[config.mk]
export PLATFORM = sky130hd
export DESIGN_NAME = fgra_gauge_regs
export DESIGN_NICKNAME = d
export VERILOG_FILES = /design/src/design/fgra_pkg.sv /design/src/design/fgra_pin_if.sv /design/src/design/fgra_sync.sv /design/src/design/fgra_gauge_regs.sv
export VERILOG_INCLUDE_DIRS = /design/src /design/src/design
export SDC_FILE = /design/constraint.sdc
export NUM_CORES = 1
export LEC_CHECK = 0
export BUFFER_PORTS_ARGS = -buffer_cell sky130_fd_sc_hd__buf_2
export CORE_UTILIZATION = 62
export CTS_BUF_LIST = sky130_fd_sc_hd__clkbuf_4 sky130_fd_sc_hd__clkbuf_8
export DETAILED_ROUTE_END_ITERATION = 12
export HOLD_SLACK_MARGIN = 0.06
export PLACE_DENSITY_LB_ADDON = 0.12
export SLEW_MARGIN = 20
export SYNTH_ARGS = -nofsm -noshare
export SYNTH_HDL_FRONTEND = slang
export SYNTH_HIERARCHICAL = 1
export SYNTH_SLANG_ARGS = --single-unit
[constraint.sdc]
create_clock -name mclk -period 2.9 [get_ports mclk]
set_input_delay 0.145 -clock mclk [delete_from_list [all_inputs] [get_ports mclk]]
set_output_delay 0.145 -clock mclk [all_outputs]
set_load 0.05 [all_outputs]
[src/design/fgra_params.svh]
// Offsets, field positions, reset values and command codes of the gauge register block.
// Assumes inclusion by bare name from the design files; holds definitions only.
`ifndef FGRA_PARAMS_SVH
`define FGRA_PARAMS_SVH
`define FGRA_SLAVE_ADDR 7'h36
`define FGRA_OFS_CONTROL 8'h06
`define FGRA_OFS_ID 8'h08
`define FGRA_OFS_STATUS 8'h0a
`define FGRA_OFS_RATE 8'h0b
`define FGRA_OFS_COMP 8'h0c
`define FGRA_OFS_CONFIG 8'h0d
`define FGRA_OFS_FACTORY 8'hfe
`define FGRA_CMD_QUICK_SENSE 16'h4000
`define FGRA_CMD_INIT 16'h5400
`define FGRA_RST_COMP 8'h32
`define FGRA_RST_THR 5'h1c
`define FGRA_THR_BASE 8'h20
`define FGRA_BIT_STEP 5
`define FGRA_BIT_LOW 4
`define FGRA_BIT_PUP 0
`define FGRA_BIT_SLEEP 7
`define FGRA_BIT_STEP_EN 6
`define FGRA_BIT_ALERT 5
`define FGRA_PIN_SCL 0
`define FGRA_PIN_SDA 1
`define FGRA_PIN_QS 2
`endif

[src/design/fgra_pkg.sv]
// Types of the gauge register block.
// Assumes nothing of its surroundings.
`default_nettype none
package fgra_pkg;
    typedef enum logic [8:0] {
        fgra_st_idle = 9'h001,
        fgra_st_addr = 9'h002,
        fgra_st_aack = 9'h004,
        fgra_st_cmd = 9'h008,
        fgra_st_cack = 9'h010,
        fgra_st_wdata = 9'h020,
        fgra_st_wack = 9'h040,
        fgra_st_rdata = 9'h080,
        fgra_st_rack = 9'h100
    } fgra_state_t;
endpackage
`default_nettype wire

[src/design/fgra_pin_if.sv]
// Synchronised pin levels and their edges, passed from the synchroniser to the gauge block.
// Assumes both ends run on mclk.
`timescale 1ns/100ps
`default_nettype none
interface fgra_pin_if #(parameter int N = 3);
    logic [N-1:0] level;
    logic [N-1:0] rise;
    logic [N-1:0] fall;
    modport src (output level, rise, fall);
    modport dst (input level, rise, fall);
endinterface
`default_nettype wire

[src/design/fgra_sync.sv]
// Two-stage synchronisers with edge detection for the asynchronous pins.
// Assumes raw inputs are asynchronous to mclk.
`timescale 1ns/100ps
`default_nettype none
module fgra_sync #(parameter int N = 3) (
    input wire logic mclk,
    input wire logic reset,
    input wire logic [N-1:0] raw,
    fgra_pin_if.src pins
);
    genvar i;
    generate
        for (i = 0; i < N; i++) begin : g_bit
            logic s1;
            logic s2;
            logic s3;
            // The first stage is read by the second stage only.
            always_ff @(posedge mclk) begin
                if (reset) begin
                    s1 <= 1'b1;
                    s2 <= 1'b1;
                    s3 <= 1'b1;
                end else begin
                    s1 <= raw[i];
                    s2 <= s1;
                    s3 <= s2;
                end
            end
            assign pins.level[i] = s2;
            assign pins.rise[i] = s2 & ~s3;
            assign pins.fall[i] = ~s2 & s3;
        end
    endgenerate
endmodule
`default_nettype wire

[src/design/fgra_gauge_regs.sv]
// Gauge register block: two-wire slave, command, identity, rate, configuration and alert logic.
// Assumes an estimation core on mclk supplies charge level and step events; pins are asynchronous.
//
// Functional notes
// - Word 4000h written to the command register restarts sensing as at power-up.
// - Any other command value is reserved and performs nothing.
// - Identity register is read-only with a fixed value.
// - Charge-rate register is read-only, one count per 1% per hour.
// - Byte 0Ch is the compensation value, 32h at reset, host-writable.
// - Bit 7 of byte 0Dh controls sleep, cleared at reset.
// - Bit 6 of byte 0Dh enables the charge-step alert, cleared at reset.
// - With step alert enabled, each 1% charge move sets the charge-step flag.
// - Bit 5 of byte 0Dh is the alert summary, cleared by host zero or reset.
// - Bits 4-0 of byte 0Dh give threshold percent as 32 minus field.
// - Threshold field resets to 1Ch, meaning 4%.
// - Any status alert flag being set also sets the alert summary.
// - Charge-step flag is status bit 5, sticky until host zero or reset.
// - Low-charge flag is status bit 4, set below threshold, sticky.
// - Power-up flag is status bit 0, set by reset, host-clearable.
// - Respond only to seven-bit slave address 0110110.
// - Bytes are eight bits MSB first, then one acknowledge bit.
// - Factory command register is write-only and accepts 5400h.
// - The factory initialisation command acts as a power-on reset for everything except its own pulse and the pin synchronisers.
// - Writes take effect only after all 16 data bits; partial writes vanish.
// - Alert pin is driven low while the alert is pending; sleep keeps it.
// - A rising edge on the quick-sense pin restarts sensing like the command.
`timescale 1ns/100ps
`default_nettype none
`include "fgra_params.svh"
module fgra_gauge_regs #(
    // Arbitrary identity value.
    parameter logic [15:0] ID_VALUE = 16'h1357
) (
    input wire logic mclk,
    input wire logic reset,
    input wire logic scl_in,
    input wire logic sda_in,
    output logic sda_out,
    output logic sda_oe,
    input wire logic restart_sense_input,
    output logic alert_out,
    output logic alert_oe,
    input wire logic [7:0] charge_level,
    input wire logic charge_step_event,
    input wire logic [7:0] charge_rate,
    output logic restart_sense,
    output logic device_init,
    output logic sleep_mode,
    output logic [7:0] compensation_param
);
    // ----------------------------------------------------------------
    // Pin synchronisation
    // ----------------------------------------------------------------
    fgra_pin_if #(.N(3)) pins ();
    fgra_sync #(.N(3)) u_sync (
        .mclk(mclk),
        .reset(reset),
        .raw({restart_sense_input, sda_in, scl_in}),
        .pins(pins)
    );

    fgra_pkg::fgra_state_t state;
    logic rst_all;
    logic scl_rise;
    logic scl_fall;
    logic sda;
    logic start;
    logic stop;
    logic [3:0] cnt;
    logic [7:0] shreg;
    logic [7:0] tx;
    logic [7:0] ptr;
    logic [7:0] hi;
    logic have_hi;
    logic rw;
    logic nack;
    logic wr_en;
    logic [7:0] wr_addr;
    logic [15:0] wr_word;
    logic [7:0] rd_byte;
    logic step_en;
    logic alert_sum;
    logic [4:0] thr;
    logic step_flag;
    logic low_flag;
    logic pup_flag;
    logic below;
    logic below_q;
    logic set_step;
    logic set_low;
    logic wr_status;
    logic wr_config;
    logic [7:0] low_pct;

    // The factory initialisation pulse resets everything but itself and the pin synchronisers.
    assign rst_all = reset | device_init;
    assign scl_rise = pins.rise[`FGRA_PIN_SCL];
    assign scl_fall = pins.fall[`FGRA_PIN_SCL];
    assign sda = pins.level[`FGRA_PIN_SDA];
    assign start = pins.fall[`FGRA_PIN_SDA] & pins.level[`FGRA_PIN_SCL];
    assign stop = pins.rise[`FGRA_PIN_SDA] & pins.level[`FGRA_PIN_SCL];
    assign sda_out = 1'b0;

    // ----------------------------------------------------------------
    // Two-wire slave engine
    // ----------------------------------------------------------------
    // Bits are sampled on the synchronised rising clock edge and driven after the falling one,
    // so the data line never changes while the clock is high.
    always_ff @(posedge mclk) begin
        if (rst_all) begin
            state <= fgra_pkg::fgra_st_idle;
            cnt <= 4'h0;
            shreg <= 8'h00;
            tx <= 8'h00;
            ptr <= 8'h00;
            hi <= 8'h00;
            have_hi <= 1'b0;
            rw <= 1'b0;
            nack <= 1'b0;
            sda_oe <= 1'b0;
        end else if (start) begin
            state <= fgra_pkg::fgra_st_addr;
            cnt <= 4'h0;
            have_hi <= 1'b0;
            sda_oe <= 1'b0;
        end else if (stop) begin
            state <= fgra_pkg::fgra_st_idle;
            sda_oe <= 1'b0;
        end else if (scl_rise) begin
            if (state == fgra_pkg::fgra_st_addr || state == fgra_pkg::fgra_st_cmd ||
                state == fgra_pkg::fgra_st_wdata) begin
                shreg <= {shreg[6:0], sda};
                cnt <= cnt + 4'h1;
            end
            if (state == fgra_pkg::fgra_st_rack) begin
                nack <= sda;
            end
        end else if (scl_fall) begin
            case (state)
                fgra_pkg::fgra_st_addr: begin
                    if (cnt == 4'h8) begin
                        if (shreg[7:1] == `FGRA_SLAVE_ADDR) begin
                            state <= fgra_pkg::fgra_st_aack;
                            rw <= shreg[0];
                            sda_oe <= 1'b1;
                        end else begin
                            state <= fgra_pkg::fgra_st_idle;
                        end
                    end
                end
                fgra_pkg::fgra_st_aack: begin
                    if (rw) begin
                        state <= fgra_pkg::fgra_st_rdata;
                        tx <= {rd_byte[6:0], 1'b0};
                        sda_oe <= ~rd_byte[7];
                        cnt <= 4'h1;
                    end else begin
                        state <= fgra_pkg::fgra_st_cmd;
                        sda_oe <= 1'b0;
                        cnt <= 4'h0;
                    end
                end
                fgra_pkg::fgra_st_cmd: begin
                    if (cnt == 4'h8) begin
                        state <= fgra_pkg::fgra_st_cack;
                        ptr <= shreg;
                        sda_oe <= 1'b1;
                    end
                end
                fgra_pkg::fgra_st_cack: begin
                    state <= fgra_pkg::fgra_st_wdata;
                    sda_oe <= 1'b0;
                    cnt <= 4'h0;
                    have_hi <= 1'b0;
                end
                fgra_pkg::fgra_st_wdata: begin
                    if (cnt == 4'h8) begin
                        state <= fgra_pkg::fgra_st_wack;
                        sda_oe <= 1'b1;
                        have_hi <= ~have_hi;
                        if (have_hi) begin
                            ptr <= ptr + 8'h02;
                        end else begin
                            hi <= shreg;
                        end
                    end
                end
                fgra_pkg::fgra_st_wack: begin
                    state <= fgra_pkg::fgra_st_wdata;
                    sda_oe <= 1'b0;
                    cnt <= 4'h0;
                end
                fgra_pkg::fgra_st_rdata: begin
                    if (cnt == 4'h8) begin
                        state <= fgra_pkg::fgra_st_rack;
                        sda_oe <= 1'b0;
                        ptr <= ptr + 8'h01;
                    end else begin
                        sda_oe <= ~tx[7];
                        tx <= {tx[6:0], 1'b0};
                        cnt <= cnt + 4'h1;
                    end
                end
                fgra_pkg::fgra_st_rack: begin
                    if (nack) begin
                        state <= fgra_pkg::fgra_st_idle;
                    end else begin
                        state <= fgra_pkg::fgra_st_rdata;
                        tx <= {rd_byte[6:0], 1'b0};
                        sda_oe <= ~rd_byte[7];
                        cnt <= 4'h1;
                    end
                end
                default: begin
                    state <= fgra_pkg::fgra_st_idle;
                    sda_oe <= 1'b0;
                end
            endcase
        end
    end

    // A word is committed only at the second byte of each data byte pair; a stop after one byte drops it.
    always_ff @(posedge mclk) begin
        if (rst_all) begin
            wr_en <= 1'b0;
            wr_addr <= 8'h00;
            wr_word <= 16'h0000;
        end else begin
            wr_en <= scl_fall & ~start & ~stop & have_hi & (cnt == 4'h8) &
                     (state == fgra_pkg::fgra_st_wdata);
            wr_addr <= {ptr[7:1], 1'b0};
            wr_word <= {hi, shreg};
        end
    end

    // ----------------------------------------------------------------
    // Commands
    // ----------------------------------------------------------------
    always_ff @(posedge mclk) begin
        if (rst_all) begin
            restart_sense <= 1'b0;
        end else begin
            restart_sense <= pins.rise[`FGRA_PIN_QS] |
                (wr_en && wr_addr == `FGRA_OFS_CONTROL && wr_word == `FGRA_CMD_QUICK_SENSE);
        end
    end

    always_ff @(posedge mclk) begin
        if (reset) begin
            device_init <= 1'b0;
        end else begin
            device_init <= wr_en && wr_addr == `FGRA_OFS_FACTORY && wr_word == `FGRA_CMD_INIT;
        end
    end

    // ----------------------------------------------------------------
    // Configuration
    // ----------------------------------------------------------------
    assign wr_config = wr_en && wr_addr == `FGRA_OFS_COMP;
    assign wr_status = wr_en && wr_addr == `FGRA_OFS_STATUS;

    always_ff @(posedge mclk) begin
        if (rst_all) begin
            compensation_param <= `FGRA_RST_COMP;
            sleep_mode <= 1'b0;
            step_en <= 1'b0;
            thr <= `FGRA_RST_THR;
        end else if (wr_config) begin
            compensation_param <= wr_word[15:8];
            sleep_mode <= wr_word[`FGRA_BIT_SLEEP];
            step_en <= wr_word[`FGRA_BIT_STEP_EN];
            thr <= wr_word[4:0];
        end
    end

    // ----------------------------------------------------------------
    // Status flags and alert
    // ----------------------------------------------------------------
    assign low_pct = `FGRA_THR_BASE - {3'b000, thr};
    assign below = charge_level < low_pct;
    assign set_step = step_en & charge_step_event;
    assign set_low = below & ~below_q;

    always_ff @(posedge mclk) begin
        if (rst_all) begin
            below_q <= 1'b0;
        end else begin
            below_q <= below;
        end
    end

    // Hardware sets win over a host clear in the same cycle.
    always_ff @(posedge mclk) begin
        if (rst_all) begin
            step_flag <= 1'b0;
            low_flag <= 1'b0;
            pup_flag <= 1'b1;
        end else begin
            step_flag <= set_step | (step_flag & ~(wr_status & ~wr_word[8 + `FGRA_BIT_STEP]));
            low_flag <= set_low | (low_flag & ~(wr_status & ~wr_word[8 + `FGRA_BIT_LOW]));
            pup_flag <= pup_flag & ~(wr_status & ~wr_word[8 + `FGRA_BIT_PUP]);
        end
    end

    // Sleep has no path into this flop, so sleeping never releases the pin.
    always_ff @(posedge mclk) begin
        if (rst_all) begin
            alert_sum <= 1'b0;
        end else begin
            alert_sum <= set_step | set_low | (alert_sum &
                ~(wr_config & ~wr_word[`FGRA_BIT_ALERT]) &
                ~(wr_status & ~wr_word[8 + `FGRA_BIT_STEP] & ~wr_word[8 + `FGRA_BIT_LOW]));
        end
    end

    assign alert_out = 1'b0;
    assign alert_oe = alert_sum;

    // ----------------------------------------------------------------
    // Read data
    // ----------------------------------------------------------------
    always_comb begin
        rd_byte = 8'h00;
        case (ptr)
            `FGRA_OFS_ID: rd_byte = ID_VALUE[15:8];
            `FGRA_OFS_ID + 8'h01: rd_byte = ID_VALUE[7:0];
            `FGRA_OFS_STATUS: begin
                rd_byte[`FGRA_BIT_STEP] = step_flag;
                rd_byte[`FGRA_BIT_LOW] = low_flag;
                rd_byte[`FGRA_BIT_PUP] = pup_flag;
            end
            `FGRA_OFS_RATE: rd_byte = charge_rate;
            `FGRA_OFS_COMP: rd_byte = compensation_param;
            `FGRA_OFS_CONFIG: rd_byte = {sleep_mode, step_en, alert_sum, thr};
            default: rd_byte = 8'h00;
        endcase
    end
endmodule
`default_nettype wire

### After elaboration in Yosys (flattened, before gate mapping)

Cells that the tools add are included.

| operators by class | value |
|---|---|
| add/sub/neg operators | 4 |
| bitwise operators | 51 |
| equal/unequal tests | 40 |
| $lt $le $gt $ge | 1 |
| mux-type cells | 41 |
| reductions and logical operators | 30 |

Operators by type and width:

| cell | number |
|---|---|
| $mux W8 | 9 |
| $eq A8 B4 Y1 const B | 8 |
| $pmux W9 S7 | 1 |
| $pmux W8 S3 | 2 |
| $mux W9 | 4 |
| $eq A16 B15 Y1 const B | 2 |
| $and A1 B1 Y1 | 24 |
| $reduce_and A6 Y1 | 4 |
| $not A1 Y1 | 21 |
| $mux W4 | 5 |
| $pmux W4 S4 | 1 |
| $pmux W3 S5 | 1 |
| $reduce_and A7 Y1 | 2 |
| $ne A2 B2 Y1 const B | 6 |
| $ne A2 B1 Y1 const B | 5 |
| $pmux W1 S5 | 2 |
| $pmux W2 S5 | 1 |
| $eq A9 B2 Y1 const B | 1 |
| $eq A9 B3 Y1 const B | 1 |
| $eq A9 B4 Y1 const B | 1 |
| $eq A9 B5 Y1 const B | 1 |
| $eq A9 B6 Y1 const B | 1 |
| $eq A9 B7 Y1 const B | 1 |
| $eq A9 B8 Y1 const B | 1 |
| other kinds (31) | 62 |

| word-level totals | value |
|---|---|
| output and inout bits | 15 |
| input port bits | 22 |
| register bits after elaboration | 105 |
| logic and storage cells | 202 |

### Longest topological paths before layout

| logic depth | value |
|---|---|
| depth in word-level cells | 9 |
| mapped depth | 10 |
| mapped depth without buffers | 9 |

### Hierarchy

The synthesis kept the hierarchy.

By module, submodules not included:

| module | area an instance (um^2) | cells an instance | seq. area each (um^2) | instances |
|---|---|---|---|---|
| fgra_gauge_regs | 4,668.2 | 547 | 1,881.8 | 1 |
| fgra_sync | 296.5 | 27 | 180.2 | 1 |

### Least setup slack after synthesis

Ideal clock, no wire load.

| timing | value |
|---|---|
| path kind | register -> register |
| start | reg cnt[0] |
| end | reg cnt[3] |
| stages on the path, launching flop included | 10 |
| data required time | 2,784 ps |
| path slack | 817 ps |
| library setup time | 116 ps |
| arrival | 1,967 ps |
| period minus slack after synthesis | 2,083 ps |
| path buffers | 1 |
| path through | dfxtp_1 inv_1 ha_1 and3b_1 clkbuf_1 a22o_1 a2111oi_0 a311o_2 nand2_1 a31o_2 |

| on the way | value |
|---|---|
| word-level cells in the longest chain between the ends | 5 |
| elaborated cells between the ends (all ways) | 9 |
| those cells by class | add/sub: 1; eq/ne: 2; mux: 5; reduce/logical: 1 |

Ends and longest elaborated chain:

| what | RTL line | RTL |
|---|---|---|
| start, declared | fgra_gauge_regs.sv:69 | `logic [3:0] cnt;` |
| start signal, assigned | fgra_gauge_regs.sv:133 | `cnt <= cnt + 4'h1;` |
| start signal, assigned | fgra_gauge_regs.sv:201 | `cnt <= cnt + 4'h1;` |
| $add A4 B1 Y4 | fgra_gauge_regs.sv:133, fgra_gauge_regs.sv:201 |  |
| $mux W4 | fgra_gauge_regs.sv:194 | `if (cnt == 4'h8) begin` |
| $pmux W4 S4 | fgra_gauge_regs.sv:139 | `case (state)` |
| $mux W4 | fgra_gauge_regs.sv:138 | `end else if (scl_fall) begin` |
| $mux W4 | fgra_gauge_regs.sv:129 | `end else if (scl_rise) begin` |

Parallel ways exist; a longest one is shown, timed or not. The select of a mux whose other input is x is not followed.
A chain may end at the register's enable or synchronous reset.

### Worst setup path after layout

| timing | value |
|---|---|
| start | reg u_sync.g_bit[0].s2 |
| end | reg hi[5] |

| on the way | value |
|---|---|
| word-level cells in the longest chain between the ends | 3 |
| elaborated cells between the ends (all ways) | 9 |
| those cells by class | bitwise: 8; reduce/logical: 1 |

Ends and longest elaborated chain:

| what | RTL line | RTL |
|---|---|---|
| start, declared | fgra_sync.sv:15 | `logic s2;` |
| start signal, assigned | fgra_sync.sv:21 | `s2 <= 1'b1;` |
| start signal, assigned | fgra_sync.sv:25 | `s2 <= s1;` |
| $and A1 B1 Y1 | fgra_sync.sv:30 | `assign pins.rise[i] = s2 & ~s3;` |
| via pins.rise[0] | fgra_pin_if.sv:7 | `logic [N-1:0] rise;` |
| $not A1 Y1 (no line) | n/a |  |
| $reduce_and A7 Y1 (no line) | n/a |  |
| end signal, assigned | fgra_gauge_regs.sv:184 | `hi <= shreg;` |
| end, declared | fgra_gauge_regs.sv:73 | `logic [7:0] hi;` |

The timed path passes the listed nets, and every way through them passes these cells.

==> metrics.yaml <==
outcome:
  outcome: "complete, no violations"
final_layout:
  most-common-layout-cells: "dfxtp_1, nor2_1, nand2_1"
  syn2layout_area_growth_pct: 9.60
  final_layout_size_suffix_gt1_share_pct: 11.6
  layout_commonest_cell: "dfxtp_1"
  diodes: 0
  fin_util_pct: 70.2
  n_fill_cell: 651
  nets: 634
timing:
  slew_headroom_pct: 33.8
  period_share_pct: 86.4
  slew_violations: 0
  hold_viol_final: 0
  rsz0062_at_grt: "no"
  finalWorstSetupSlack_ns: 0.396
  min_period_ns: 2.50
  worstMarginPinSlew_ns: 0.992
  final.setup.tns_ns: 0
  setup_viol: 0
  fmax_mhz: 399
  skew_ns: 0.00973
power:
  leakage_nw: 2.04
  power_switching_mw: 0.623
  ir_worst_vdd_v: 0.000496
  clkPwrFrac_pct: 38.6
  p_per_area_nw_per_um2: 462
  p_total_mw: 2.51
  pwr-share-seq_pct: 57.2
  intPower_mw: 1.89
  power_frac_comb_pct: 4.3
  p_sw_share_pct: 24.8
cts:
  cts.clk_slew.worst_paths_ns: 0.11
  cts_inserted_buffers: 9
  cts_tree: "done"
  root_buffer: "clkbuf_8"
  cts_sinks: 103
  clock_latency_ns: 0.37
  htreeDepth: 3
  ctsResizeCount: 0
  cts_buffer_depth: 2
worst_hold_path:
  hold_path_class: "input pin to flop"
route:
  drc: 0
  firstDrtPassIters: 4
  wl_per_cell_um: 17.5
  antenna_left: 0
  dr.first_iter.drc_count: 304
  vias: 4331
  drt-total-wl_mm: 12.4
  viasPerCell: 6.13
logic_synthesis:
  ys_warn_count: 6
  avgSynthCellArea_um2: 8.66
  syn_area_um2: 4950
  syn_inst: 572
setup_path:
  crit_family: "simple AND/OR/NAND/NOR gates"
  setup.worst_path.class: "flop to flop"
  startpoint_type: "flop"
  slowest_stage: "nor3_1"
  crit_arrival_ns: 2.73
  cp-end-kind: "flop"
  slowest_delay_ns: 0.57
  cp_cell_sequence: "nor2b_1 -> nand2b_1 -> nor3_1 -> nand2_1 -> mux2i_1 -> nor2_1"
  crit_fanout: 13
  ff2ff_setup_slack_ns: 0.40
  critPathRequiredTime_ns: 3.12
  crit_buf_inv: 0
placement:
  place.gp.congestion: 0.916
  dp_slack_ns: 0.396
  port-buffer-count: 34
  place_hpwl_mm: 8.82
flow_run:
  maxCapViolCount: 0
grt:
  grt-ovfl-total: 0
  antenna_found_initial: 0
  grt_max_degree: 50
  grt_usage_pct: 30.8
  grt_pass1_wl_mm: 20.2
  grt_pass1_vias: 4011
die:
  fp.dieArea_um2: 8350
  initial_core_util_pct: 64.1
  die_y_um: 91.4
  io_pins: 37
  rows: 32
  fp.coreArea_um2: 7730
  die_w_um: 91.4
[per-layer routing]
layer	vias to the layer above	share of wire, %	track usage (%)
li1	2088	-	-
met1	2049	47	45.3
met2	182	44	47.1
met3	12	7.5	5.78
met4	0	0.99	5.95
met5	-	0	0
[flip-flops by register name, summed over array words and instances, names as in the netlist, 3 cells and up]
signal / flops
cnt: 4
compensation_param: 8
hi: 8
ptr: 8
shreg: 8
state: 9
thr: 5
tx: 7
u_sync/g_bit.s1: 3
u_sync/g_bit.s2: 3
u_sync/g_bit.s3: 3
wr_addr: 7
wr_word: 16
[power groups by stage]
stage                     clock network (mW)  registers, mW  logic, mW
final                                  0.968           1.43      0.107
after floorplan                            0           1.47     0.0696
after global routing                    1.04           1.44      0.118
after global placement                     0           1.47     0.0997
after detailed placement                   0           1.47      0.101
after CTS                              0.986           1.43      0.106
[final cells by class]
class / instances / area (µm²) / area share [%]
Clock buffer: 9 / 124 / 2.28
Clock inverter: 7 / 97.6 / 1.80
Inverter: 8 / 30.0 / 0.553
Multi-Input combinational cell: 431 / 2710 / 50.0
Sequential cell: 103 / 2060 / 38.0
Tap cell: 102 / 128 / 2.35
Timing Repair Buffer: 46 / 273 / 5.03
[per-stage QoR]
| stage | cells | area (µm²) | hold slack (ns) |
|---|---|---|---|
| floorplan | 573 | 4950 | 0.242 |
| global placement | 685 | 5150 | 0.325 |
| detailed placement | 685 | 5150 | 0.328 |
| CTS | 706 | 5430 | 0.0799 |
| global route | 706 | 5430 | 0.0937 |
| finish | 706 | 5430 | 0.0803 |
[repair_timing]
action	4_1_cts	5_1_grt
endpoints found under the hold margin	4	0
buffers inserted	0	0
hold buffers	5	0
[worst register-to-register path: stages, from the launching register on]
cell	delay, ns
dfxtp_1	0.39
nor2b_1	0.22
nand2b_1	0.37
nor3_1	0.57
nand2_1	0.45
mux2i_1	0.29
nor2_1	0.07
[worst paths after layout]
kind / start / endpoint / cells past startpoint
worst max register to register: u_sync/g_bit[0].s2 / hi[5] / 6
worst min register to register: u_sync/g_bit[0].s1 / u_sync/g_bit[0].s2 / 1
worst min-delay path: charge_step_event / step_flag / 3
worst max-delay path: u_sync/g_bit[0].s2 / hi[5] / 6
(Power assumes the default switching activity.)
